$ cat src/wic_regs.svh
`ifndef WIC_REGS_SVH
`define WIC_REGS_SVH
`define WIC_REG_ADDR 3'h2
`define WIC_ADDR_MSB 15
`define WIC_ADDR_LSB 13
`define WIC_LOCK_BIT 12
`define WIC_UVIE_BIT 11
`define WIC_STB_BIT 9
`define WIC_E1_MSB 7
`define WIC_E1_LSB 6
`define WIC_E2_MSB 5
`define WIC_E2_LSB 4
`define WIC_RTH_BIT 2
`define WIC_SS1_BIT 1
`define WIC_SS2_BIT 0
`define WIC_FIELD_RST 1'b0
`define WIC_EDGE_RST 2'h0
`define WIC_CLK_KHZ 200000
`define WIC_SHORT_MS 16
`define WIC_LONG_MS 64
`define WIC_BIAS_ON_US 100
`endif

$ cat src/wic_pkg.sv
package wic_pkg;
    typedef enum logic [1:0] {
        WIC_EDGE_OFF = 2'b00,
        WIC_EDGE_RISE = 2'b01,
        WIC_EDGE_FALL = 2'b10,
        WIC_EDGE_BOTH = 2'b11
    } wic_edge_t;
    typedef enum logic [1:0] {
        WIC_MODE_STANDBY = 2'b00,
        WIC_MODE_SLEEP = 2'b01,
        WIC_MODE_NORMAL = 2'b10,
        WIC_MODE_NORMAL_ALT = 2'b11
    } wic_mode_t;
endpackage : wic_pkg

$ cat src/wic_ctrl.sv
`timescale 1ns/1ps
`include "wic_regs.svh"
module wic_ctrl #(
    parameter int CNT_W = 24,
    parameter int SHORT_CYC = `WIC_SHORT_MS * `WIC_CLK_KHZ,
    parameter int LONG_CYC = `WIC_LONG_MS * `WIC_CLK_KHZ,
    parameter int BIAS_ON_CYC = (`WIC_BIAS_ON_US * `WIC_CLK_KHZ) / 1000
) (
    input wire logic I_CORE_CLK,
    input wire logic I_RESET_N,
    input wire logic i_WR_EN,
    input wire logic [2:0] i_ADDR,
    input wire logic [15:0] i_WDATA,
    output logic [15:0] o_RDATA,
    output logic o_ADDR_HIT,
    input wire logic [1:0] i_CHIP_MODE_CODE,
    input wire logic i_UV_WARN,
    input wire logic i_SLEEP_REQ,
    input wire logic [1:0] i_WAKE_PINS,
    output logic o_UV_IRQ_REQ,
    output logic o_LIN_ACTIVE,
    output logic o_LIN_LOWPOWER,
    output logic o_LIN_WAKE_DET_EN,
    output logic o_LIN_WAKE_IRQ_ALLOW,
    output logic o_LIN_WAKE_FLAG_CLR,
    output logic [1:0] o_WAKE_IRQ_REQ,
    output logic o_WAKE_BIAS_OUTPUT,
    output logic o_RESET_LEVEL_SEL,
    output logic o_SYS_RESET_REQ,
    output logic o_SLEEP_GRANT
);
    // ------------------------------------------------------------
    // register fields
    // ------------------------------------------------------------
    logic lock_reg, uvie_reg, stb_reg, rth_reg, bias_sel_reg;
    logic [1:0] edge1_reg, edge2_reg, ssync_reg;
    wire wr_hit = i_WR_EN && (i_ADDR == `WIC_REG_ADDR);
    wire wr_ok = wr_hit && !lock_reg;
    // bias period select lives in another register; here it is held at its reset value
    wire normal_mode = i_CHIP_MODE_CODE[1];
    wire no_wake_src = !stb_reg && (edge1_reg == `WIC_EDGE_RST) && (edge2_reg == `WIC_EDGE_RST);

    always_ff @(posedge I_CORE_CLK or negedge I_RESET_N) begin
        if (!I_RESET_N) begin
            lock_reg <= `WIC_FIELD_RST;
            uvie_reg <= `WIC_FIELD_RST;
            stb_reg <= `WIC_FIELD_RST;
            rth_reg <= `WIC_FIELD_RST;
            edge1_reg <= `WIC_EDGE_RST;
            edge2_reg <= `WIC_EDGE_RST;
            ssync_reg <= `WIC_EDGE_RST;
        end else begin
            // lock stays writable so a locked register can be reopened
            if (wr_hit) begin
                lock_reg <= i_WDATA[`WIC_LOCK_BIT];
            end
            if (wr_ok) begin
                uvie_reg <= i_WDATA[`WIC_UVIE_BIT];
                stb_reg <= i_WDATA[`WIC_STB_BIT];
                edge1_reg <= i_WDATA[`WIC_E1_MSB:`WIC_E1_LSB];
                edge2_reg <= i_WDATA[`WIC_E2_MSB:`WIC_E2_LSB];
                rth_reg <= i_WDATA[`WIC_RTH_BIT];
                ssync_reg <= {i_WDATA[`WIC_SS1_BIT], i_WDATA[`WIC_SS2_BIT]};
            end
        end
    end

    // ------------------------------------------------------------
    // read path and plain control outputs
    // ------------------------------------------------------------
    wire [15:0] rd_word = {`WIC_REG_ADDR, lock_reg, uvie_reg, 1'b0, stb_reg, 1'b0,
                           edge1_reg, edge2_reg, 1'b0, rth_reg, ssync_reg};
    assign o_ADDR_HIT = (i_ADDR == `WIC_REG_ADDR);
    assign o_RDATA = o_ADDR_HIT ? rd_word : 16'h0000;
    assign o_RESET_LEVEL_SEL = rth_reg;
    assign o_LIN_ACTIVE = !stb_reg && normal_mode;
    assign o_LIN_WAKE_FLAG_CLR = !stb_reg && normal_mode;
    assign o_LIN_LOWPOWER = stb_reg;
    assign o_LIN_WAKE_DET_EN = stb_reg;
    assign o_LIN_WAKE_IRQ_ALLOW = stb_reg;

    // ------------------------------------------------------------
    // pin synchronisers
    // ------------------------------------------------------------
    logic [2:0] meta_reg, sync_reg;
    always_ff @(posedge I_CORE_CLK or negedge I_RESET_N) begin
        if (!I_RESET_N) begin
            meta_reg <= 3'h0;
            sync_reg <= 3'h0;
        end else begin
            meta_reg <= {i_UV_WARN, i_WAKE_PINS};
            sync_reg <= meta_reg;
        end
    end

    // ------------------------------------------------------------
    // bias period timer
    // ------------------------------------------------------------
    // the bias period select bit belongs to another register and cannot be written from here,
    // so it stays at its reset value: only the short interval is live until a port brings it in,
    // and the long branch is kept so that hookup is a one-line change
    logic [CNT_W-1:0] cnt_reg;
    always_ff @(posedge I_CORE_CLK or negedge I_RESET_N) begin
        if (!I_RESET_N) begin
            bias_sel_reg <= `WIC_FIELD_RST;
        end else begin
            bias_sel_reg <= bias_sel_reg;
        end
    end
    wire [CNT_W-1:0] period_m1 = bias_sel_reg ? CNT_W'(LONG_CYC - 1) : CNT_W'(SHORT_CYC - 1);
    wire tick = (cnt_reg == period_m1);
    wire any_sync = |ssync_reg;
    always_ff @(posedge I_CORE_CLK or negedge I_RESET_N) begin
        if (!I_RESET_N) begin
            cnt_reg <= '0;
        end else begin
            cnt_reg <= (tick || !any_sync) ? '0 : cnt_reg + CNT_W'(1);
        end
    end
    // bias is raised just before the sample point so the pin has settled when it is taken
    assign o_WAKE_BIAS_OUTPUT = any_sync && (cnt_reg >= period_m1 - CNT_W'(BIAS_ON_CYC));

    // ------------------------------------------------------------
    // wake sampling and edge detection
    // ------------------------------------------------------------
    logic [1:0] smp_reg, prev_reg, wirq_reg;
    // index 0 is the first wake input, whose sync bit sits above the second one's in the word
    wire [1:0] sync_en = {ssync_reg[0], ssync_reg[1]};
    logic [1:0] edge_f [2];
    assign edge_f[0] = edge1_reg;
    assign edge_f[1] = edge2_reg;
    // samplers reset low, so a pin that idles high gives one rising edge after reset
    genvar gi;
    generate
        for (gi = 0; gi < 2; gi++) begin : g_wake
            wire take = !sync_en[gi] || tick;
            wire rise = smp_reg[gi] && !prev_reg[gi];
            wire fall = !smp_reg[gi] && prev_reg[gi];
            wire hit = (rise && edge_f[gi][0]) || (fall && edge_f[gi][1]);
            always_ff @(posedge I_CORE_CLK or negedge I_RESET_N) begin
                if (!I_RESET_N) begin
                    smp_reg[gi] <= 1'b0;
                    prev_reg[gi] <= 1'b0;
                    wirq_reg[gi] <= 1'b0;
                end else begin
                    if (take) begin
                        smp_reg[gi] <= sync_reg[gi];
                    end
                    prev_reg[gi] <= smp_reg[gi];
                    wirq_reg[gi] <= hit;
                end
            end
        end
    endgenerate
    assign o_WAKE_IRQ_REQ = wirq_reg;

    // ------------------------------------------------------------
    // undervoltage request and sleep check
    // ------------------------------------------------------------
    logic uvirq_reg, sysrst_reg, grant_reg;
    always_ff @(posedge I_CORE_CLK or negedge I_RESET_N) begin
        if (!I_RESET_N) begin
            uvirq_reg <= 1'b0;
            sysrst_reg <= 1'b0;
            grant_reg <= 1'b0;
        end else begin
            uvirq_reg <= uvie_reg && sync_reg[2];
            sysrst_reg <= i_SLEEP_REQ && no_wake_src;
            grant_reg <= i_SLEEP_REQ && !no_wake_src;
        end
    end
    assign o_UV_IRQ_REQ = uvirq_reg;
    assign o_SYS_RESET_REQ = sysrst_reg;
    assign o_SLEEP_GRANT = grant_reg;
endmodule : wic_ctrl

$ cat config.mk
export PLATFORM = sky130hd
export DESIGN_NAME = wic_ctrl
export DESIGN_NICKNAME = d
export VERILOG_FILES = /design/src/wic_pkg.sv /design/src/wic_ctrl.sv
export VERILOG_INCLUDE_DIRS = /design/src
export SDC_FILE = /design/constraint.sdc
export NUM_CORES = 1
export LEC_CHECK = 0
export BUFFER_PORTS_ARGS = -buffer_cell sky130_fd_sc_hd__buf_2
export CAP_MARGIN = 20
export CORE_ASPECT_RATIO = 1.25
export CORE_UTILIZATION = 45
export DETAILED_ROUTE_END_ITERATION = 10
export PLACE_DENSITY = 0.78
export SETUP_SLACK_MARGIN = 0.02
export SYNTH_ARGS = -nofsm -noshare
export SYNTH_HDL_FRONTEND = slang
export SYNTH_SLANG_ARGS = --single-unit
$ cat constraint.sdc
create_clock -name I_CORE_CLK -period 2.8 [get_ports I_CORE_CLK]
set_input_delay 0.56 -clock I_CORE_CLK [delete_from_list [all_inputs] [get_ports I_CORE_CLK]]
set_output_delay 0.56 -clock I_CORE_CLK [all_outputs]
set_load 0.01 [all_outputs]
Yosys cells after proc, flatten, opt, wreduce, memory -nomap -nowiden
Index checks and enable logic that the tools add are counted.

Bits in registers: 49. Output and inout port bits: 29. Word-level logic and storage cells: 60.

Add/sub/neg operators: 1. Order comparisons: 1. Equal/unequal tests: 2. Muxes and demuxes: 2. Reduce and logical (&&, ||, !) cells: 35.

Operators with widths (count): $add 24x1->24 const B (1); $eq 24x22->1 const B (1); $ge 24x22->1 const B (1); $mux 24 (1); $logic_and 1x1->1 (17); $mux 15 (1); $logic_not 1->1 (10); $logic_or 1x1->1 (5); $logic_not 2->1 (2); $eq 3x2->1 const B (1); $reduce_or 2->1 (1).

Depth between registers and ports, before layout
Gate-level depths: netlist (run 1).

Word-level depth: 5. Mapped depth: 6.

Least setup slack after synthesis (run 1)
No wires, ideal clock.

Path type: register to output. From: register cnt_reg[13]. To: output o_WAKE_BIAS_OUTPUT. Arrival time: 1.363 ns. Data required time: 2.240 ns. Slack: 0.877 ns. Cell stages (with the launch flop): 5. Path through: dfrtp_1 or4_1 nor2_1 nand4_1 o211ai_1.

Longest elaborated chain between the ends: 2.

RTL lines: start, declared (line wic_ctrl.sv:102) `logic [CNT_W-1:0] cnt_reg;`; start signal, assigned (line wic_ctrl.sv:117) `cnt_reg <= (tick || !any_sync) ? '0 : cnt_reg + CNT_W'(1);`; $ge 24x22->1 (line wic_ctrl.sv:121) `assign o_WAKE_BIAS_OUTPUT = any_sync && (cnt_reg >= period_m1 - CNT_W'(BIAS_ON_CYC));`; $logic_and 1x1->1 (line wic_ctrl.sv:121); end, declared (line wic_ctrl.sv:27) `output logic o_WAKE_BIAS_OUTPUT,`.

Every way passes these cells.

Final worst setup path (run 1)
Ends and elaborated chain as after synthesis.

==> flow_metrics.tcl, run 1 <==
set metrics [dict create \
    r2r-start "cnt_reg[16]$_DFF_PN0_" \
    dp_hpwl_um 3150 \
    drive_above_1_share 0.290 \
    firstDrtPassIters 4 \
    crit_path_top_delay_cell "or4_1" \
    cts_sinks 49 \
    p_per_area_mw_per_mm2 668 \
    avgSynthCellArea_um2 11.1 \
    cts-htree-levels 2 \
    dpl_worst_slack_ps 700 \
    hp-class "in2async" \
    leakagePower_nw 1.26 \
    fin_crit_ps 2450 \
    reg2reg_setup_slack_ps 850 \
    ys_warn_count 0 \
    end_kind "output port" \
    grt_pass1_wl_um 7420 \
    required_ps 2240 \
    holdBufCountCts 0 \
    fin_nets 283 \
    crit_path_start "cnt_reg[13]$_DFF_PN0_" \
    reg2reg_depth 4 \
    ys_ff_latch 49 \
    die_w_um 66.5 \
    fp-row-count 28 \
    fin_setup_tns_ps 0 \
    drc 0 \
    drtIter0Drc 63 \
    max_freq_ghz 0.407 \
    io_buffers 44 \
    finalClockSkew_ps 5.33 \
    hold_viol 0 \
    cp.buffers_inverters 1 \
    dr_total_vias 1704 \
    synth_cell_types 40 \
    die_area_mm2 0.00549 \
    gr-usage-all-layers 0.183 \
    ir_drop_mv 0.418 \
    cts_buffers 5 \
    slew_headroom 0.638 \
    cts_tree "yes" \
    worst_r2r_endpoint "smp_reg[1]$_DFFE_PN0P_" \
    fin_crit_sh 0.877 \
    synth-main-ff-cell "dfrtp_1" \
    antenna_found_initial 0 \
    cpPeakStageDelay_ps 560 \
    outcome "finished, final reports clean" \
    synthCells 211 \
    grt_overflow 0 \
    path_clk_slew_ps 90 \
    dieHeight_um 82.6 \
    ant_nets 0 \
    critPathTopFamily "simple AND/OR/NAND/NOR gates" \
    worst_pin_slew_ps 538 \
    root_buffer "clkbuf_8" \
    ios 57 \
    syn2layout_area_growth_pct 14.2 \
    grt_max_degree 31 \
    gp_congestion 0.839 \
    arrival_ps 1890 \
    hold_ws_ps 175 \
    syn_area_mm2 0.00234 \
    crit_cells 5 \
    clock_path_buffers 2 \
    grt_setup_unrepaired "false" \
    largest_register_ffs 24 \
    setup_viol 0 \
    n_antenna_cell 0 \
    post_cts_buffers 0 \
    grt_pass1_vias 1648 \
    finalMaxSlewViolations 0 \
    cp_max_fo 4 \
    start_kind "register" \
    cts_resized 0 \
    ys_seq_area_frac 0.524 \
    timing_worst_setup_path_type "reg2out" \
    drv_cap 0 \
    finalWorstSetupSlack_ps 345 \
    path_cells "or4_1 > nor2_1 > nand4_1 > o211ai_1 > buf_2" \
    start_util 0.480 \
    wl_um 4370 \
    core_area_mm2 0.00487 \
    power_mw 1.78 \
    worstSkewPairLatency_ps 300 \
    viasPerCell 5.41 \
    synth_edf_count 0 \
    postSynth.asyncResetShare 1.00 \
    wire_per_inst_um 13.9 \
]
-- cells in the mapped netlist (3+ instances only) --
library cell,count,area share
and2_1,17,0.045
nand4_1,10,0.027
or4_1,6,0.019
mux2_2,12,0.058
nand3_1,6,0.013
dfrtp_1,49,0.52
nand3b_1,3,0.0096
o31ai_1,4,0.013
buf_4,9,0.029
xor2_1,11,0.041
o21ai_0,10,0.021
or3_1,4,0.011
nor2_1,18,0.029
nand2_1,9,0.014
a21oi_1,9,0.019
-- power by group --
part | total [mW] | switching [mW] | internal [mW]
clock network | 0.523 | 0.250 | 0.274
registers | 0.912 | 0.0916 | 0.820
logic | 0.347 | 0.186 | 0.161
total | 1.78 | 0.527 | 1.26
-- metrics by stage --
stage | cell area, um^2 | instances | util
after floorplan | 2350 | 215 | -
after global placement | 2550 | 307 | 0.524
after detailed placement | 2550 | 307 | 0.524
after CTS | 2670 | 315 | 0.548
after global routing | 2670 | 315 | 0.548
final | 2670 | 315 | 0.548
-- per-layer routing --
| metal | GRT usage | wire length [um] |
|---|---|---|
| met1 | 0.215 | 1870 |
| met2 | 0.316 | 2310 |
| met3 | 0.0343 | 116 |
| met4 | 0.0957 | 75 |
| met5 | 0 | 0 |
-- worst reg2reg max path, delay by kind of cell, from the launching register on --
family / cells / cell delay, ps
AO/OA/AOI/OAI: 1 / 240
AND/OR/NAND/NOR: 2 / 800
multiplexers: 1 / 350
flip-flops: 1 / 460
-- cell type report --
class | count | area (um^2)
Clock inverter | 3 | 50.0
Inverter | 2 | 7.51
Fill cell | 413 | 2200
Multi-Input combinational cell | 148 | 992
Sequential cell | 49 | 1230
Clock buffer | 5 | 68.8
Tap cell | 60 | 75.1
Timing Repair Buffer | 48 | 250
-- how the worst max path moves through the flow --
| stage | to |
|---|---|
| 2_1_floorplan | o_WAKE_BIAS_OUTPUT |
| 3_3_place_gp | o_WAKE_BIAS_OUTPUT |
| 3_5_place_dp | o_WAKE_BIAS_OUTPUT |
| 4_1_cts | o_WAKE_BIAS_OUTPUT |
| 5_1_grt | o_WAKE_BIAS_OUTPUT |
| 6_report | o_WAKE_BIAS_OUTPUT |
-- cell usage in the layout (no fill, tap or decap), drive strengths merged, types with 4 or more instances in the layout --
cell type,Yosys,final
o31ai,4,4
clkbuf,2,5
o21ai,10,10
or3,4,4
dfrtp,49,49
xor2,11,11
a21oi,9,9
and2,17,17
or4,6,6
nand2,9,9
nor2,19,19
nand3,6,6
conb,1,5
mux2,12,12
nand4,12,12
buf,14,48
-- logic make-up after synthesis --
group / count (synthesis) / synth area share
AND/OR/NAND/NOR: 89 / 0.233
flip-flops: 49 / 0.524
AO/OA/AOI/OAI: 28 / 0.0717
buffers and inverters: 18 / 0.0578
XOR/XNOR: 13 / 0.0487
multiplexers: 12 / 0.0578
adder cells (fa/ha/maj): 1 / 0.00535
other: 1 / 0.00160
(Power assumes the default switching activity.)
==> inputs of run 2 (changes only) <==
- CORE_UTILIZATION: 45 -> 40
- GPL_TIMING_DRIVEN: default -> 0
- PLACE_DENSITY: 0.78 -> 0.72
==> run 2 against run 1 <==
  * First-iteration DRC count is 24% higher
  * Utilization is 5.0 points lower
  * Combinational power is 8.9% higher
  * Worst hold slack better by 56 ps
  * Count of clock-buffer cells in the layout stayed put
  * Non-clock buffer count is 13 higher
  * Die area is 12% higher
  * Largest power group unchanged
  * Highest routed layer unchanged
==> flow_metrics.tcl, run 2 (synthesized netlist as in run 1, its figures left out) <==
set metrics [dict create \
    grt_overflow 0 \
    largest_register_ffs 24 \
    finalMaxSlewViolations 0 \
    cts_buffers 5 \
    end_kind "output port" \
    post_cts_buffers 0 \
    r2r-start "cnt_reg[16]$_DFF_PN0_" \
    grt_pass1_vias 1564 \
    slew_headroom 0.600 \
    cpPeakStageDelay_ps 560 \
    clock_path_buffers 2 \
    finalClockSkew_ps 7.65 \
    holdBufCountCts 0 \
    hold_viol 0 \
    gr-usage-all-layers 0.148 \
    ir_drop_mv 0.222 \
    max_freq_ghz 0.411 \
    grt_pass1_wl_um 7150 \
    wl_um 4340 \
    grt_setup_unrepaired "false" \
    drc 0 \
    dieHeight_um 87.5 \
    syn2layout_area_growth_pct 17.5 \
    fin_crit_ps 2440 \
    n_antenna_cell 0 \
    fin_setup_tns_ps 0 \
    die_w_um 70.4 \
    path_clk_slew_ps 90 \
    final_common_cell "dfrtp_1" \
    dp_hpwl_um 3040 \
    dpl_worst_slack_ps 639 \
    cts_sinks 49 \
    fin_crit_sh 0.870 \
    p_per_area_mw_per_mm2 606 \
    cts_resized 0 \
    reg2reg_depth 4 \
    worst_pin_slew_ps 594 \
    leakagePower_nw 1.30 \
    start_util 0.424 \
    final_cell_mix "49 x dfrtp_1, 46 x buf_2, 18 x nor2_1, 17 x and2_1, 12 x mux2_2" \
    antenna_found_initial 0 \
    core_area_mm2 0.00552 \
    cts_tree "yes" \
    timing_worst_setup_path_type "reg2out" \
    power_mw 1.66 \
    path_cells "or4_1 > nor2_1 > nand4_1 > o211ai_1 > buf_2" \
    cp_max_fo 4 \
    critPathTopFamily "simple AND/OR/NAND/NOR gates" \
    hp-class "in2async" \
    reg2reg_setup_slack_ps 710 \
    outcome "finished, final reports clean" \
    fp-row-count 30 \
    die_area_mm2 0.00616 \
    viasPerCell 5.26 \
    cp.buffers_inverters 1 \
    finalWorstSetupSlack_ps 364 \
    crit_path_top_delay_cell "or4_1" \
    start_kind "register" \
    drtIter0Drc 78 \
    wire_per_inst_um 13.2 \
    required_ps 2240 \
    io_buffers 44 \
    worst_r2r_endpoint "smp_reg[1]$_DFFE_PN0P_" \
    gp_congestion 0.795 \
    cts-htree-levels 2 \
    ant_nets 0 \
    drv_cap 0 \
    fin_area_mm2 0.00275 \
    firstDrtPassIters 4 \
    arrival_ps 1880 \
    ios 57 \
    grt_max_degree 50 \
    root_buffer "clkbuf_8" \
    fin_nets 296 \
    setup_viol 0 \
    drive_above_1_share 0.312 \
    postPlaceCellArea_mm2 0.00265 \
    dr_total_vias 1736 \
    worstSkewPairLatency_ps 300 \
]
-- run 2: changes by cell type in the layout (fill, tap and decap cells not counted), sizes merged --
cell,delta
buf,+11
clkbuf,+2
bufinv,-1
inv,-1
-- run 2: cell type report --
type                       count  area, um^2
buffer                        16         128
clock buffer                   5        68.8
clock inverter                 1        5.00
fill                         504        2770
inverter                       2        7.51
multi-input combinational    148         992
sequential                    49        1230
tap                           64        80.1
timing repair buffer          45         240
-- run 2: worst max-delay path by stage --
| stage | startpoint | slack (ps) | depth (start not counted) | to |
|---|---|---|---|---|
| CTS | cnt_reg[13]$_DFF_PN0_ | 330 | 5 | o_WAKE_BIAS_OUTPUT |
| finish | cnt_reg[13]$_DFF_PN0_ | 360 | 5 | o_WAKE_BIAS_OUTPUT |
| global route | cnt_reg[16]$_DFF_PN0_ | 270 | 4 | o_WAKE_BIAS_OUTPUT |
| floorplan | cnt_reg[13]$_DFF_PN0_ | 880 | 4 | o_WAKE_BIAS_OUTPUT |
| detailed placement | i_ADDR[0] | 640 | 5 | o_RDATA[5] |
| global placement | i_ADDR[0] | 630 | 5 | o_RDATA[6] |
-- run 2: through the flow --
| step | cells | utilization | hold WS [ps] |
|---|---|---|---|
| 2_1_floorplan | 215 | - | 264 |
| 3_3_place_gp | 323 | 0.481 | 334 |
| 3_5_place_dp | 323 | 0.481 | 336 |
| 4_1_cts | 329 | 0.494 | 355 |
| 5_1_grt | 330 | 0.498 | 259 |
| 6_report | 330 | 0.498 | 232 |
-- run 2: worst reg2reg max path, stage by stage, from the launching register on --
cell and delay, ps:
dfrtp_1 450, nor4_1 580, nand4_1 270, o21ai_0 320, mux2_2 370
-- run 2: power by group --
part	total (mW)	leakage (nW)	internal (mW)	switching [mW]
logic	0.378	0.631	0.183	0.195
registers	0.907	0.634	0.820	0.0867
clock network	0.379	0.0399	0.165	0.215
total	1.66	1.30	1.17	0.497
-- run 2: layer usage --
metal,wire [um],share of wire,track usage
met3,205,0.047,0.0243
met4,78,0.018,0.0764
met5,0,0,0
met1,1880,0.43,0.178
met2,2170,0.50,0.254
